[src/inc/lbx_pkg.sv]
// Package for the ladder bit logic executor.
// Shared by the executor core, the condition stack and the edge memory.
package lbx_pkg;
    localparam int LBX_OP_W = 5;
    localparam int LBX_ADDR_W = 8;
    localparam int LBX_EDGE_SLOTS = 16;
    localparam int LBX_EDGE_IDX_W = 4;
    localparam int LBX_STACK_DEPTH = 8;
    localparam int LBX_PC_W = 8;
    localparam logic [LBX_OP_W-1:0] OP_NOP = 5'h00;
    localparam logic [LBX_OP_W-1:0] OP_END = 5'h01;
    localparam logic [LBX_OP_W-1:0] OP_LOCK_BEGIN = 5'h02;
    localparam logic [LBX_OP_W-1:0] OP_LOCK_CLEAR = 5'h03;
    localparam logic [LBX_OP_W-1:0] OP_RISE = 5'h0a;
    localparam logic [LBX_OP_W-1:0] OP_FALL = 5'h0b;
    localparam logic [LBX_OP_W-1:0] OP_LATCH = 5'h0c;
    localparam logic [LBX_OP_W-1:0] OP_LOAD = 5'h10;
    localparam logic [LBX_OP_W-1:0] OP_LOAD_INV = 5'h11;
    localparam logic [LBX_OP_W-1:0] OP_SERIES = 5'h12;
    localparam logic [LBX_OP_W-1:0] OP_SERIES_INV = 5'h13;
    localparam logic [LBX_OP_W-1:0] OP_PAR = 5'h14;
    localparam logic [LBX_OP_W-1:0] OP_PAR_INV = 5'h15;
    localparam logic [LBX_OP_W-1:0] OP_BLK_SERIES = 5'h16;
    localparam logic [LBX_OP_W-1:0] OP_BLK_PAR = 5'h17;
    localparam logic [LBX_OP_W-1:0] OP_OUT = 5'h18;
    localparam logic [LBX_OP_W-1:0] OP_OUT_INV = 5'h19;
    localparam logic [LBX_PC_W-1:0] LBX_PC_RESET = 8'h00;
    typedef enum logic [3:0] {
        LBX_IDLE = 4'b0001,
        LBX_SEEK = 4'b0010,
        LBX_RUN = 4'b0100,
        LBX_FAULT = 4'b1000
    } lbx_state_type;
endpackage : lbx_pkg

[src/inc/lbx_cond_if.sv]
// Interface carrying condition stack requests between the core and the stack.
// Assumes a single clock domain shared by both ends.
`timescale 1ns/1ps
`default_nettype none
interface lbx_cond_if;
    logic push;
    logic pop;
    logic clear;
    logic push_val;
    logic top_val;
    logic empty;
    modport core (output push, output pop, output clear, output push_val, input top_val, input empty);
    modport stack (input push, input pop, input clear, input push_val, output top_val, output empty);
endinterface : lbx_cond_if
`default_nettype wire

[src/design/lbx_cond_stack.sv]
// Stack of earlier execution conditions not yet consumed.
// Assumes push and pop are not requested in the same cycle.
`timescale 1ns/1ps
`default_nettype none
module lbx_cond_stack
    import lbx_pkg::*;
#(
    parameter int DEPTH = LBX_STACK_DEPTH
)
(
    input wire logic CLK,
    input wire logic RESET,
    lbx_cond_if.stack cif
);
    logic [DEPTH-1:0] stk_r;
    logic [$clog2(DEPTH+1)-1:0] cnt_r;

    always_ff @(posedge CLK or posedge RESET)
    begin
        if (RESET)
        begin
            stk_r <= '0;
            cnt_r <= '0;
        end
        else if (cif.clear)
        begin
            cnt_r <= '0;
        end
        else if (cif.push && cnt_r != DEPTH[$clog2(DEPTH+1)-1:0])
        begin
            stk_r <= {stk_r[DEPTH-2:0], cif.push_val};
            cnt_r <= cnt_r + 1'b1;
        end
        else if (cif.pop && cnt_r != '0)
        begin
            stk_r <= {1'b0, stk_r[DEPTH-1:1]};
            cnt_r <= cnt_r - 1'b1;
        end
    end

    assign cif.top_val = stk_r[0];
    assign cif.empty = (cnt_r == '0);
endmodule : lbx_cond_stack
`default_nettype wire

[src/design/lbx_edge_mem.sv]
// Previous-condition memory for the edge pulse instructions.
// Assumes the core gives each edge instruction its own slot index.
`timescale 1ns/1ps
`default_nettype none
module lbx_edge_mem
    import lbx_pkg::*;
#(
    parameter int SLOTS = LBX_EDGE_SLOTS
)
(
    input wire logic CLK,
    input wire logic RESET,
    input wire logic [lbx_pkg::LBX_EDGE_IDX_W-1:0] idx,
    input wire logic wr,
    input wire logic wval,
    output logic prev
);
    logic [SLOTS-1:0] mem_r;

    // One flop per slot.
    genvar g;
    generate
        for (g = 0; g < SLOTS; g++)
        begin : g_slot
            always_ff @(posedge CLK or posedge RESET)
            begin
                if (RESET)
                    mem_r[g] <= 1'b0;
                else if (wr && idx == LBX_EDGE_IDX_W'(g))
                    mem_r[g] <= wval;
            end
        end
    endgenerate

    assign prev = mem_r[idx];
endmodule : lbx_edge_mem
`default_nettype wire

[src/design/lbx_executor.sv]
// Ladder bit logic executor: runs bit instructions of the stored program once per scan.
// Assumes program words and data bits are read combinationally on the same clock.
//
// Functional notes
// - Nothing executes unless the program holds a terminator instruction.
// - Load starts a condition from the operand bit, load-inverted from its inverse.
// - Series ANDs the condition with the bit or its inverse.
// - Parallel ORs the condition with the bit or its inverse.
// - Block series and parallel combine current with last unconsumed condition.
// - Basic instructions have no count or order limit besides program memory; the condition stack holds only 8 unconsumed conditions.
// - Output copies the condition into its bit.
// - Inverted output writes the complement of the condition into its bit.
// - Up to 16 edge instructions have previous-condition memory.
// - Rising edge sets its bit on OFF to ON, else clears it.
// - Falling edge sets its bit on ON to OFF, else clears it.
// - Each edge execution stores its condition as the previous condition.
// - Latch takes a set condition first and a reset condition second.
// - Latch set ON sets the bit and holds it until reset.
// - Latch reset ON clears the bit and holds it cleared.
// - Latched bits are not cleared inside an OFF interlock.
// - Retentive area bits keep their state through power loss.
// - These instructions never alter error, carry or comparison flags; here the terminator clears all five FLAGS_OUT bits.
// - Inside an OFF interlock edge instructions keep their previous condition.
`timescale 1ns/1ps
`default_nettype none
module lbx_executor
    import lbx_pkg::*;
#(
    parameter int PROG_DEPTH = 256
)
(
    input wire logic CLK,
    input wire logic RESET,
    input wire logic RUN_MODE,
    input wire logic [lbx_pkg::LBX_OP_W-1:0] PROG_OP,
    input wire logic [lbx_pkg::LBX_ADDR_W-1:0] PROG_OPERAND,
    input wire logic [lbx_pkg::LBX_EDGE_IDX_W-1:0] PROG_EDGE_SLOT,
    input wire logic RETENTIVE_BIT,
    input wire logic DATA_BIT,
    input wire logic [4:0] FLAGS_IN,
    output logic [lbx_pkg::LBX_PC_W-1:0] PROG_ADDR,
    output logic [lbx_pkg::LBX_ADDR_W-1:0] BIT_ADDR,
    output logic BIT_WR,
    output logic BIT_WVAL,
    output logic [4:0] FLAGS_OUT,
    output logic NO_TERMINATOR,
    output logic SCAN_DONE,
    output logic RUNNING
);
    lbx_state_type state_r;
    lbx_state_type state_nxt;
    logic [LBX_PC_W-1:0] pc_r;
    logic cond_r;
    logic cond_nxt;
    logic lock_pass_r;
    logic latch_set_r;
    logic latch_val;
    logic prev_cond;
    logic edge_wr;
    logic is_edge;
    logic operand_val;
    logic [LBX_ADDR_W-1:0] bit_addr_r;
    logic bit_wr_r;
    logic bit_wval_r;
    logic [4:0] flags_r;
    logic noterm_r;
    logic done_r;
    logic run_r;
    logic at_top;

    lbx_cond_if cif ();

    lbx_cond_stack #(.DEPTH(LBX_STACK_DEPTH)) u_stack (
        .CLK(CLK),
        .RESET(RESET),
        .cif(cif)
    );

    lbx_edge_mem #(.SLOTS(LBX_EDGE_SLOTS)) u_edge (
        .CLK(CLK),
        .RESET(RESET),
        .idx(PROG_EDGE_SLOT),
        .wr(edge_wr),
        .wval(cond_r),
        .prev(prev_cond)
    );

    assign at_top = (pc_r == LBX_PC_RESET + LBX_PC_W'(PROG_DEPTH - 1));
    assign is_edge = (PROG_OP == OP_RISE) || (PROG_OP == OP_FALL);
    assign operand_val = DATA_BIT;
    assign latch_val = RETENTIVE_BIT;

    // The program is searched up to its first terminator before any run.
    always_comb
    begin
        state_nxt = state_r;
        unique case (state_r)
            LBX_IDLE:
                if (RUN_MODE)
                    state_nxt = LBX_SEEK;
            LBX_SEEK:
                if (!RUN_MODE)
                    state_nxt = LBX_IDLE;
                else if (PROG_OP == OP_END)
                    state_nxt = LBX_RUN;
                else if (at_top)
                    state_nxt = LBX_FAULT;
            LBX_RUN:
                if (!RUN_MODE)
                    state_nxt = LBX_IDLE;
            LBX_FAULT:
                if (!RUN_MODE)
                    state_nxt = LBX_IDLE;
        endcase
    end

    always_ff @(posedge CLK or posedge RESET)
    begin
        if (RESET)
            state_r <= LBX_IDLE;
        else
            state_r <= state_nxt;
    end

    // Program counter wraps to the first address at the terminator.
    always_ff @(posedge CLK or posedge RESET)
    begin
        if (RESET)
            pc_r <= LBX_PC_RESET;
        else if (state_r == LBX_IDLE || (state_nxt == LBX_RUN && state_r == LBX_SEEK))
            pc_r <= LBX_PC_RESET;
        else if (state_r == LBX_RUN && PROG_OP == OP_END)
            pc_r <= LBX_PC_RESET;
        else if (state_r == LBX_SEEK || state_r == LBX_RUN)
            pc_r <= pc_r + 1'b1;
    end

    // Condition evaluation; only the RUN state executes anything.
    always_comb
    begin
        cond_nxt = cond_r;
        cif.push = 1'b0;
        cif.pop = 1'b0;
        cif.clear = 1'b0;
        cif.push_val = cond_r;
        if (state_r == LBX_RUN)
        begin
            unique case (PROG_OP)
                OP_LOAD:
                begin
                    cif.push = 1'b1;
                    cond_nxt = operand_val;
                end
                OP_LOAD_INV:
                begin
                    cif.push = 1'b1;
                    cond_nxt = ~operand_val;
                end
                OP_SERIES: cond_nxt = cond_r & operand_val;
                OP_SERIES_INV: cond_nxt = cond_r & ~operand_val;
                OP_PAR: cond_nxt = cond_r | operand_val;
                OP_PAR_INV: cond_nxt = cond_r | ~operand_val;
                OP_BLK_SERIES:
                begin
                    cif.pop = 1'b1;
                    cond_nxt = cond_r & cif.top_val;
                end
                OP_BLK_PAR:
                begin
                    cif.pop = 1'b1;
                    cond_nxt = cond_r | cif.top_val;
                end
                OP_LOCK_BEGIN: cif.clear = 1'b1;
                OP_OUT, OP_OUT_INV, OP_RISE, OP_FALL:
                begin
                    cif.clear = 1'b1;
                    cond_nxt = 1'b0;
                end
                OP_LATCH:
                begin
                    cif.clear = 1'b1;
                    cond_nxt = 1'b0;
                end
                default: cond_nxt = cond_r;
            endcase
        end
    end

    always_ff @(posedge CLK or posedge RESET)
    begin
        if (RESET)
            cond_r <= 1'b0;
        else
            cond_r <= cond_nxt;
    end

    // Interlock state: an OFF interlock condition forces outputs off and freezes edges and latches until the clear instruction or the terminator.
    always_ff @(posedge CLK or posedge RESET)
    begin
        if (RESET)
            lock_pass_r <= 1'b1;
        else if (state_r != LBX_RUN || PROG_OP == OP_END || PROG_OP == OP_LOCK_CLEAR)
            lock_pass_r <= 1'b1;
        else if (PROG_OP == OP_LOCK_BEGIN)
            lock_pass_r <= lock_pass_r & cond_r;
    end

    // The latch set condition is the pending one beneath the reset condition.
    always_comb
    begin
        latch_set_r = cif.top_val;
    end

    assign edge_wr = (state_r == LBX_RUN) && is_edge && lock_pass_r;

    // Bit write port.
    always_ff @(posedge CLK or posedge RESET)
    begin
        if (RESET)
        begin
            bit_wr_r <= 1'b0;
            bit_wval_r <= 1'b0;
            bit_addr_r <= '0;
        end
        else
        begin
            bit_wr_r <= 1'b0;
            bit_addr_r <= PROG_OPERAND;
            bit_wval_r <= 1'b0;
            if (state_r == LBX_RUN)
            begin
                unique case (PROG_OP)
                    OP_OUT:
                    begin
                        bit_wr_r <= 1'b1;
                        bit_wval_r <= cond_r & lock_pass_r;
                    end
                    OP_OUT_INV:
                    begin
                        bit_wr_r <= 1'b1;
                        bit_wval_r <= ~cond_r & lock_pass_r;
                    end
                    OP_RISE:
                    begin
                        bit_wr_r <= lock_pass_r;
                        bit_wval_r <= cond_r & ~prev_cond;
                    end
                    OP_FALL:
                    begin
                        bit_wr_r <= lock_pass_r;
                        bit_wval_r <= ~cond_r & prev_cond;
                    end
                    OP_LATCH:
                    begin
                        bit_wr_r <= lock_pass_r;
                        if (cond_r)
                            bit_wval_r <= 1'b0;
                        else if (latch_set_r)
                            bit_wval_r <= 1'b1;
                        else
                            bit_wval_r <= latch_val;
                    end
                    default: bit_wr_r <= 1'b0;
                endcase
            end
        end
    end

    // Arithmetic flags pass through untouched; the terminator clears them.
    always_ff @(posedge CLK or posedge RESET)
    begin
        if (RESET)
            flags_r <= '0;
        else if (state_r == LBX_RUN && PROG_OP == OP_END)
            flags_r <= '0;
        else
            flags_r <= FLAGS_IN;
    end

    always_ff @(posedge CLK or posedge RESET)
    begin
        if (RESET)
        begin
            noterm_r <= 1'b0;
            done_r <= 1'b0;
            run_r <= 1'b0;
        end
        else
        begin
            noterm_r <= (state_nxt == LBX_FAULT);
            done_r <= (state_r == LBX_RUN) && (PROG_OP == OP_END);
            run_r <= (state_nxt == LBX_RUN);
        end
    end

    assign PROG_ADDR = pc_r;
    assign BIT_ADDR = bit_addr_r;
    assign BIT_WR = bit_wr_r;
    assign BIT_WVAL = bit_wval_r;
    assign FLAGS_OUT = flags_r;
    assign NO_TERMINATOR = noterm_r;
    assign SCAN_DONE = done_r;
    assign RUNNING = run_r;

    AST_NO_RUN_WITHOUT_END: assert property (@(posedge CLK) disable iff (RESET)
        state_r == LBX_FAULT |=> !BIT_WR)
        else $error("Bit written without terminator.");

    AST_OUT_COPY: assert property (@(posedge CLK) disable iff (RESET)
        state_r == LBX_RUN && PROG_OP == OP_OUT && lock_pass_r |=> BIT_WR && BIT_WVAL == $past(cond_r))
        else $error("Output did not copy condition.");

    AST_OUT_INV: assert property (@(posedge CLK) disable iff (RESET)
        state_r == LBX_RUN && PROG_OP == OP_OUT_INV && lock_pass_r |=> BIT_WR && BIT_WVAL != $past(cond_r))
        else $error("Inverted output wrong.");

    AST_RISE: assert property (@(posedge CLK) disable iff (RESET)
        state_r == LBX_RUN && PROG_OP == OP_RISE && lock_pass_r |=>
        BIT_WR && BIT_WVAL == ($past(cond_r) && !$past(prev_cond)))
        else $error("Rising edge pulse wrong.");

    AST_FALL: assert property (@(posedge CLK) disable iff (RESET)
        state_r == LBX_RUN && PROG_OP == OP_FALL && lock_pass_r |=>
        BIT_WR && BIT_WVAL == (!$past(cond_r) && $past(prev_cond)))
        else $error("Falling edge pulse wrong.");

    AST_LATCH_RESET: assert property (@(posedge CLK) disable iff (RESET)
        state_r == LBX_RUN && PROG_OP == OP_LATCH && lock_pass_r && cond_r |=> BIT_WR && !BIT_WVAL)
        else $error("Latch reset lost priority.");

    AST_LATCH_INTERLOCK: assert property (@(posedge CLK) disable iff (RESET)
        state_r == LBX_RUN && PROG_OP == OP_LATCH && !lock_pass_r |=> !BIT_WR)
        else $error("Latch bit touched in interlock.");

    AST_EDGE_FREEZE: assert property (@(posedge CLK) disable iff (RESET)
        state_r == LBX_RUN && is_edge && !lock_pass_r |=> u_edge.mem_r == $past(u_edge.mem_r))
        else $error("Edge memory updated in interlock.");

    AST_CONSUME: assert property (@(posedge CLK) disable iff (RESET)
        state_r == LBX_RUN && PROG_OP == OP_OUT |=> !cond_r)
        else $error("Condition not consumed.");

    AST_FLAGS: assert property (@(posedge CLK) disable iff (RESET)
        state_r == LBX_RUN && PROG_OP != OP_END |=> FLAGS_OUT == $past(FLAGS_IN))
        else $error("Flags altered.");
endmodule : lbx_executor
`default_nettype wire

[config.mk]
export PLATFORM = sky130hd
export DESIGN_NAME = lbx_executor
export DESIGN_NICKNAME = d
export VERILOG_FILES = /design/src/inc/lbx_pkg.sv /design/src/inc/lbx_cond_if.sv /design/src/design/lbx_cond_stack.sv /design/src/design/lbx_edge_mem.sv /design/src/design/lbx_executor.sv
export SDC_FILE = /design/constraint.sdc
export NUM_CORES = 1
export LEC_CHECK = 0
export ABC_AREA = 1
export BUFFER_PORTS_ARGS = -buffer_cell sky130_fd_sc_hd__buf_4
export CORE_MARGIN = 2
export CORE_UTILIZATION = 60
export CTS_CLUSTER_SIZE = 10
export DETAILED_ROUTE_END_ITERATION = 6
export GPL_TIMING_DRIVEN = 1
export PLACE_DENSITY = 0.88
export SLEW_MARGIN = 25
export SYNTH_ARGS = -nofsm -noshare
export SYNTH_HDL_FRONTEND = slang
export SYNTH_SLANG_ARGS = --single-unit
[constraint.sdc]
create_clock -name CLK -period 4.7 [get_ports CLK]
set_input_delay 0 -clock CLK [delete_from_list [all_inputs] [get_ports CLK]]
set_output_delay 0 -clock CLK [all_outputs]
set_load 0.005 [all_outputs]
[Yosys cells after proc, flatten, opt, wreduce, memory -nomap -nowiden]
Cells that the tools add are included.
Storage, ports and cells
  register bits: 60
  input port bits: 27
Cells by class
  add/subtract/negate cells: 3
  $lt $le $gt $ge: 1
  reductions and logical operators: 43
  bitwise gates (word level): 14
  equality and inequality tests: 40
  multiplexer cells: 32
Operator list (number)
  equality test 5 bit (second input constant): 10
  equality test 4 bit (second input constant): 10
  2-to-1 mux 8 bit: 5
  2-to-1 mux 4 bit: 8
  equality test 4 x 3 -> 1 bit (second input constant): 6
  logical AND 1 bit: 22
  equality test 5 x 4 -> 1 bit (second input constant): 3
  2-to-1 mux 1 bit: 13
  equality test 4 x 2 -> 1 bit (second input constant): 3
  one-hot mux 4 bit (3 select lines): 1
  equality test 5 x 2 -> 1 bit (second input constant): 2
  one-hot mux 1 bit (9 select lines): 1
  nonzero test 9 bit: 1
  adder 8 x 1 -> 8 bit (second input constant): 1
  equality test 4 x 1 -> 1 bit (second input constant): 2
  equality test 8 bit (second input constant): 1
  OR reduction 2 bit: 4
  bitwise AND 1 bit: 7
  nonzero test 3 bit: 2
  OR reduction 6 bit: 1
  equality test 5 x 1 -> 1 bit (second input constant): 1
  logical OR 1 bit: 5
  less-than comparator 4 x 5 -> 1 bit (second input constant): 1
  2-to-1 mux 5 bit: 1
  other kinds (15): 22

[Depth between registers and ports, before layout]
  depth after elaboration: 9
  depth in mapped cells: 12
  mapped depth without buffers: 12

[Hierarchy]
A second synthesis with hierarchy kept.
Second synthesis, totals
  cell total of the unflattened synthesis: 433
  area total of the unflattened synthesis: 3323.2 µm²
By module, submodules not included
  lbx_executor: times used 1, cells an instance 205, sequential area each 803.3 µm², area each 1624.1 µm²
  lbx_edge_mem: times used 1, cells an instance 127, sequential area each 400.4 µm², area each 935.9 µm²
  lbx_cond_stack: times used 1, cells an instance 101, sequential area each 300.3 µm², area each 763.2 µm²

[Worst setup path after synthesis]
Ideal clock, no wire load.
  path kind: flip-flop to flip-flop
  from: reg state_r[2]
  to: reg u_stack.cnt_r[3]
  path slack: 2461 ps
  data required time: 4579 ps
  buffers on the path: 1
  stages on the path, launching flop included: 12
  arrival time: 2117 ps
  library setup time: 121 ps
  path through: dfrtp_1 inv_2 nor3_4 nand3_1 buf_4 ha_1 a21oi_1 nand2_1 or2_2 nand2_1 xor2_1 o21ai_1
Between the ends
  word-level cells in the longest chain between the ends: 5
RTL lines
  start: declaration: line lbx_executor.sv:50  | lbx_state_type state_r;
  start signal: assignment: line lbx_executor.sv:122  | state_r <= state_nxt;
  equality test 4 x 3 -> 1 bit (*): line lbx_executor.sv:146  | if (state_r == LBX_RUN)
  2-to-1 mux 1 bit: line lbx_executor.sv:146
  logical AND 1 bit: line lbx_cond_stack.sv:29  | else if (cif.push && cnt_r != DEPTH[$clog2(DEPTH+1)-1:0])
  2-to-1 mux 4 bit: line lbx_cond_stack.sv:29
  2-to-1 mux 4 bit: line lbx_cond_stack.sv:25  | else if (cif.clear)
  end signal: assignment: line lbx_cond_stack.sv:32  | cnt_r <= cnt_r + 1'b1;
  end signal: assignment: line lbx_cond_stack.sv:37  | cnt_r <= cnt_r - 1'b1;
  end: declaration: line lbx_cond_stack.sv:16  | logic [$clog2(DEPTH+1)-1:0] cnt_r;
Mark *: on every way between the ends. The rest lies on a longest branch, timed or not.
A chain may end at the register's enable or synchronous reset.

[Worst setup path after layout]
Same ends and word-level chain as after synthesis.

==> results.tsv <==
stage	metric	value	unit
outcome	status	finished, final reports clean	
power	p_sw_frac	0.335	
timing	fin_crit_sh	0.579	
cts	clk_transition_reported_paths	0.07	ns
power	leakage	1.92	nW
finish	layout-drive-gt1-share	0.200	
routing	drc	0	
yosys	ys_warn_count	0	
finish	seqCellArea	1500	um^2
power	p_per_area	368	nW/um^2
yosys	synth_nets	423	
timing	finClkSkew	0.0135	ns
cts	cts_buffer_depth	2	
yosys	synth_seq_cells	60	
routing	viasPerCell	5.78	
setup_path	critPathKind	reg2reg	
setup_path	start_kind	register	
yosys	synth-main-ff-cell	dfrtp_1	
timing	final-hold-violation-count	0	
yosys	ys_types	39	
yosys	synth_compound_area_frac	0.111	
timing	setup_violations	0	
yosys	synth_mux_area_frac	0	
yosys	synth-edff-count	0	
power	report.power.total	1.43	mW
yosys	synth_adder_area_share	0.0186	
yosys	async_reset_ff_frac	1.00	
power	clockPowerShare	0.342	
finish	fillers	315	
placed_design	io_buffers	52	
floorplan	start_util	0.615	
grt	grt.met1_usage	0.377	
routing	wire_per_inst	16.1	um
yosys	yosys.area_share.simple	0.300	
finish	fin_cells	535	
routing	drt_iter0_markers	379	
floorplan	die_h	75.9	um
setup_path	cpMostUsedCell	nand2_1	
yosys	synth_seq_area_share	0.485	
grt	grtUsageMet2	0.532	
cts	clock-sinks	60	
yosys	syn-instance-count	392	
yosys	avgSynthCellArea	7.91	um^2
routing	ant_nets	0	
floorplan	dieArea	5760	um^2
finish	finalNetCount	491	
timing	report.final.slew_viol_count	0	
cts	cts_buffers	9	
floorplan	io_pins	53	
power	intPower	0.948	mW
setup_path	cp_max_fo	14	
setup_path	crit_chain	inv_2, nor3_4, nand3_1, ha_1, a21oi_1, nand2_1, or2_2, nand2_1, xor2_1, o21ai_1	
yosys	netlist_area	3100	um^2
timing	min_period	2.72	ns
power	seqPwrFrac	0.430	
floorplan	die_width	75.9	um
grt	overflow	0	
cts	cts_tree	yes	
cts	clock_latency	0.36	ns
grt	grt_use_total	0.328	
cts	root_buffer	clkbuf_8	
timing	setup_ws	1.98	ns
placed_design	post-place-ws	2.06	ns
placed_design	place_inst	504	
timing	final.setup.tns	0	ns
routing	wirelength	8.63	mm
timing	clock.fmax	368	MHz
floorplan	core	5040	um^2
setup_path	critPathArrivalTime	2.95	ns
floorplan	rows	26	
timing	slew_headroom	0.498	
setup_path	critical_path.max_stage_delay	0.53	ns
setup_path	slowest_stage	ha_1	
power	p_sw	0.477	mW
grt	busiest_layer	met2	
grt	grt_pass1_wl	13.5	mm
cts	h-tree-depth	3	
timing	rsz0062_at_grt	no	
timing	worstMarginPinSlew	0.752	ns
yosys	synth-xor-area-share	0.0113	
routing	first_pass_iters	6	
grt	grt_pass1_vias	2957	
setup_path	crit_required	4.93	ns
grt	grt_max_degree	61	
placed_design	place.detailed.hpwl	4.93	mm
placed_design	place_congestion	0.891	
power	ir_drop	0.000263	V
grt	use_met3	0.108	
finish	antenna_cells	0	
run	max_cap_viol_count	0	
finish	multiInputGateArea	1370	um^2
hold_path	hold_path.class	in2reg	
routing	via_count	3092	
finish	syn2layout_area_growth	24.8	%
setup_path	worst_setup_path_end_kind	register	
power	pwr-share-comb	0.228	
grt	antenna_found_initial	0	
yosys	synth_top_family_by_area	simple AND/OR/NAND/NOR gates	
routing by layer:
metal  vias up  part of all wire  routed length, um
li1       1427                 -                  -
met1      1416              0.38               3280
met2       202              0.49               4240
met3        47             0.074                639
met4         0             0.054                462
met5         -                 0                  0
cells by family after synthesis:
| group | after synthesis |
|---|---|
| buf+inv | 54 |
| fa+ha+maj | 4 |
| simple gates | 209 |
| flops | 60 |
| xor+xnor | 4 |
| compound gates | 61 |
sequential cells by signal, indices dropped and copies added (netlist names):
name           count
NO_TERMINATOR      1
FLAGS_OUT          5
BIT_ADDR           8
BIT_WR             1
BIT_WVAL           1
PROG_ADDR          8
u_stack.cnt_r      4
u_stack.stk_r      8
state_r            4
cif.push_val       1
RUNNING            1
u_edge.mem_r      16
SCAN_DONE          1
lock_pass_r        1
per-stage QoR:
step	hold WS, ns	area, um^2	util
3_3_place_gp	0.109	3520	0.698
2_1_floorplan	0.0314	3100	-
6_report	0.0146	3870	0.767
3_5_place_dp	0.111	3520	0.698
4_1_cts	0.0104	3870	0.767
5_1_grt	0.0222	3870	0.767
layout make-up:
class                   count  share of cell area
clock buffers              10              0.0356
repair buffers             68               0.142
clock inverters             6              0.0165
well taps                  70              0.0226
multi-input cells         278               0.353
flip-flops and latches     60               0.389
inverters                  43              0.0417
path summary, 6_finish.rpt:
path / from / to / slack, ns / depth (start not counted)
setup / recovery: state_r[2] / u_stack.cnt_r[3] / 1.98 / 10
hold / removal: PROG_OP[4] / BIT_WR / 0.01 / 3
setup reg to reg: state_r[2] / u_stack.cnt_r[3] / 1.98 / 10
hold reg to reg: u_edge.mem_r[6] / u_edge.mem_r[6] / 0.49 / 2
max in group asynchronous: RESET / u_edge.mem_r[6] / 3.77 / 4
min in group asynchronous: RESET / u_edge.mem_r[2] / 0.42 / 4
critical path, delay by kind of cell, from the launching register on:
kind / cells / cell delay (ns)
adders and majority gates: 1 / 0.53
and+or+nand+nor: 5 / 1.17
DFF: 1 / 0.44
xor gates and xnor gates: 1 / 0.15
buffers and inverters: 1 / 0.09
AOI/OAI and AO/OA: 2 / 0.22
cell usage after synthesis, types with 2 or more instances:
| cell | instances | share of area |
|---|---|---|
| nand2_1 | 107 | 0.13 |
| clkbuf_1 | 4 | 0.0048 |
| xor2_1 | 4 | 0.011 |
| inv_1 | 33 | 0.040 |
| dfrtp_1 | 58 | 0.47 |
| o21ai_0 | 17 | 0.027 |
| nand3_1 | 40 | 0.065 |
| nor2_1 | 36 | 0.044 |
| dfstp_2 | 2 | 0.017 |
| inv_2 | 8 | 0.0097 |
| ha_1 | 3 | 0.012 |
| a31oi_1 | 5 | 0.010 |
| a21oi_1 | 12 | 0.019 |
| buf_4 | 2 | 0.0048 |
| o21ai_1 | 17 | 0.027 |
| clkinv_1 | 2 | 0.0024 |
| nand4_1 | 7 | 0.014 |
| or2_2 | 2 | 0.0040 |
| buf_2 | 3 | 0.0048 |
| buf_6 | 2 | 0.0073 |
| nand2_2 | 4 | 0.0081 |
| o22ai_1 | 2 | 0.0040 |
| nor3_4 | 2 | 0.010 |
| nor3_1 | 5 | 0.0081 |
power groups by stage:
stage,combinational (mW),clock (mW),sequential [mW]
2_1_floorplan,0.197,0,0.611
3_3_place_gp,0.282,0,0.616
3_5_place_dp,0.295,0,0.618
4_1_cts,0.309,0.482,0.610
5_1_grt,0.356,0.513,0.619
6_report,0.325,0.487,0.613
cells in the final DEF, fill, tap and decap left out, types with 3 or more instances in the layout:
cell type	netlist	routed
a21oi_1	12	12
xor2_1	4	4
dfrtp_1	58	58
nand3_1	40	40
o21ai_1	17	17
o21ai_0	17	17
nand4_1	7	7
inv_2	8	9
nand2_1	107	107
a31oi_1	5	5
ha_1	3	3
nor3_1	5	5
buf_4	2	53
inv_1	33	32
clkbuf_8	0	10
nand2_2	4	4
dlygate4sd3_1	0	15
nor2_1	36	36
what timing repair did:
action	CTS	global route
hold buffers	15	0
gates resized for setup	0	0
hold endpoints to repair	75	0
buffers inserted	0	0
Power figures use the tool's default switching activity.
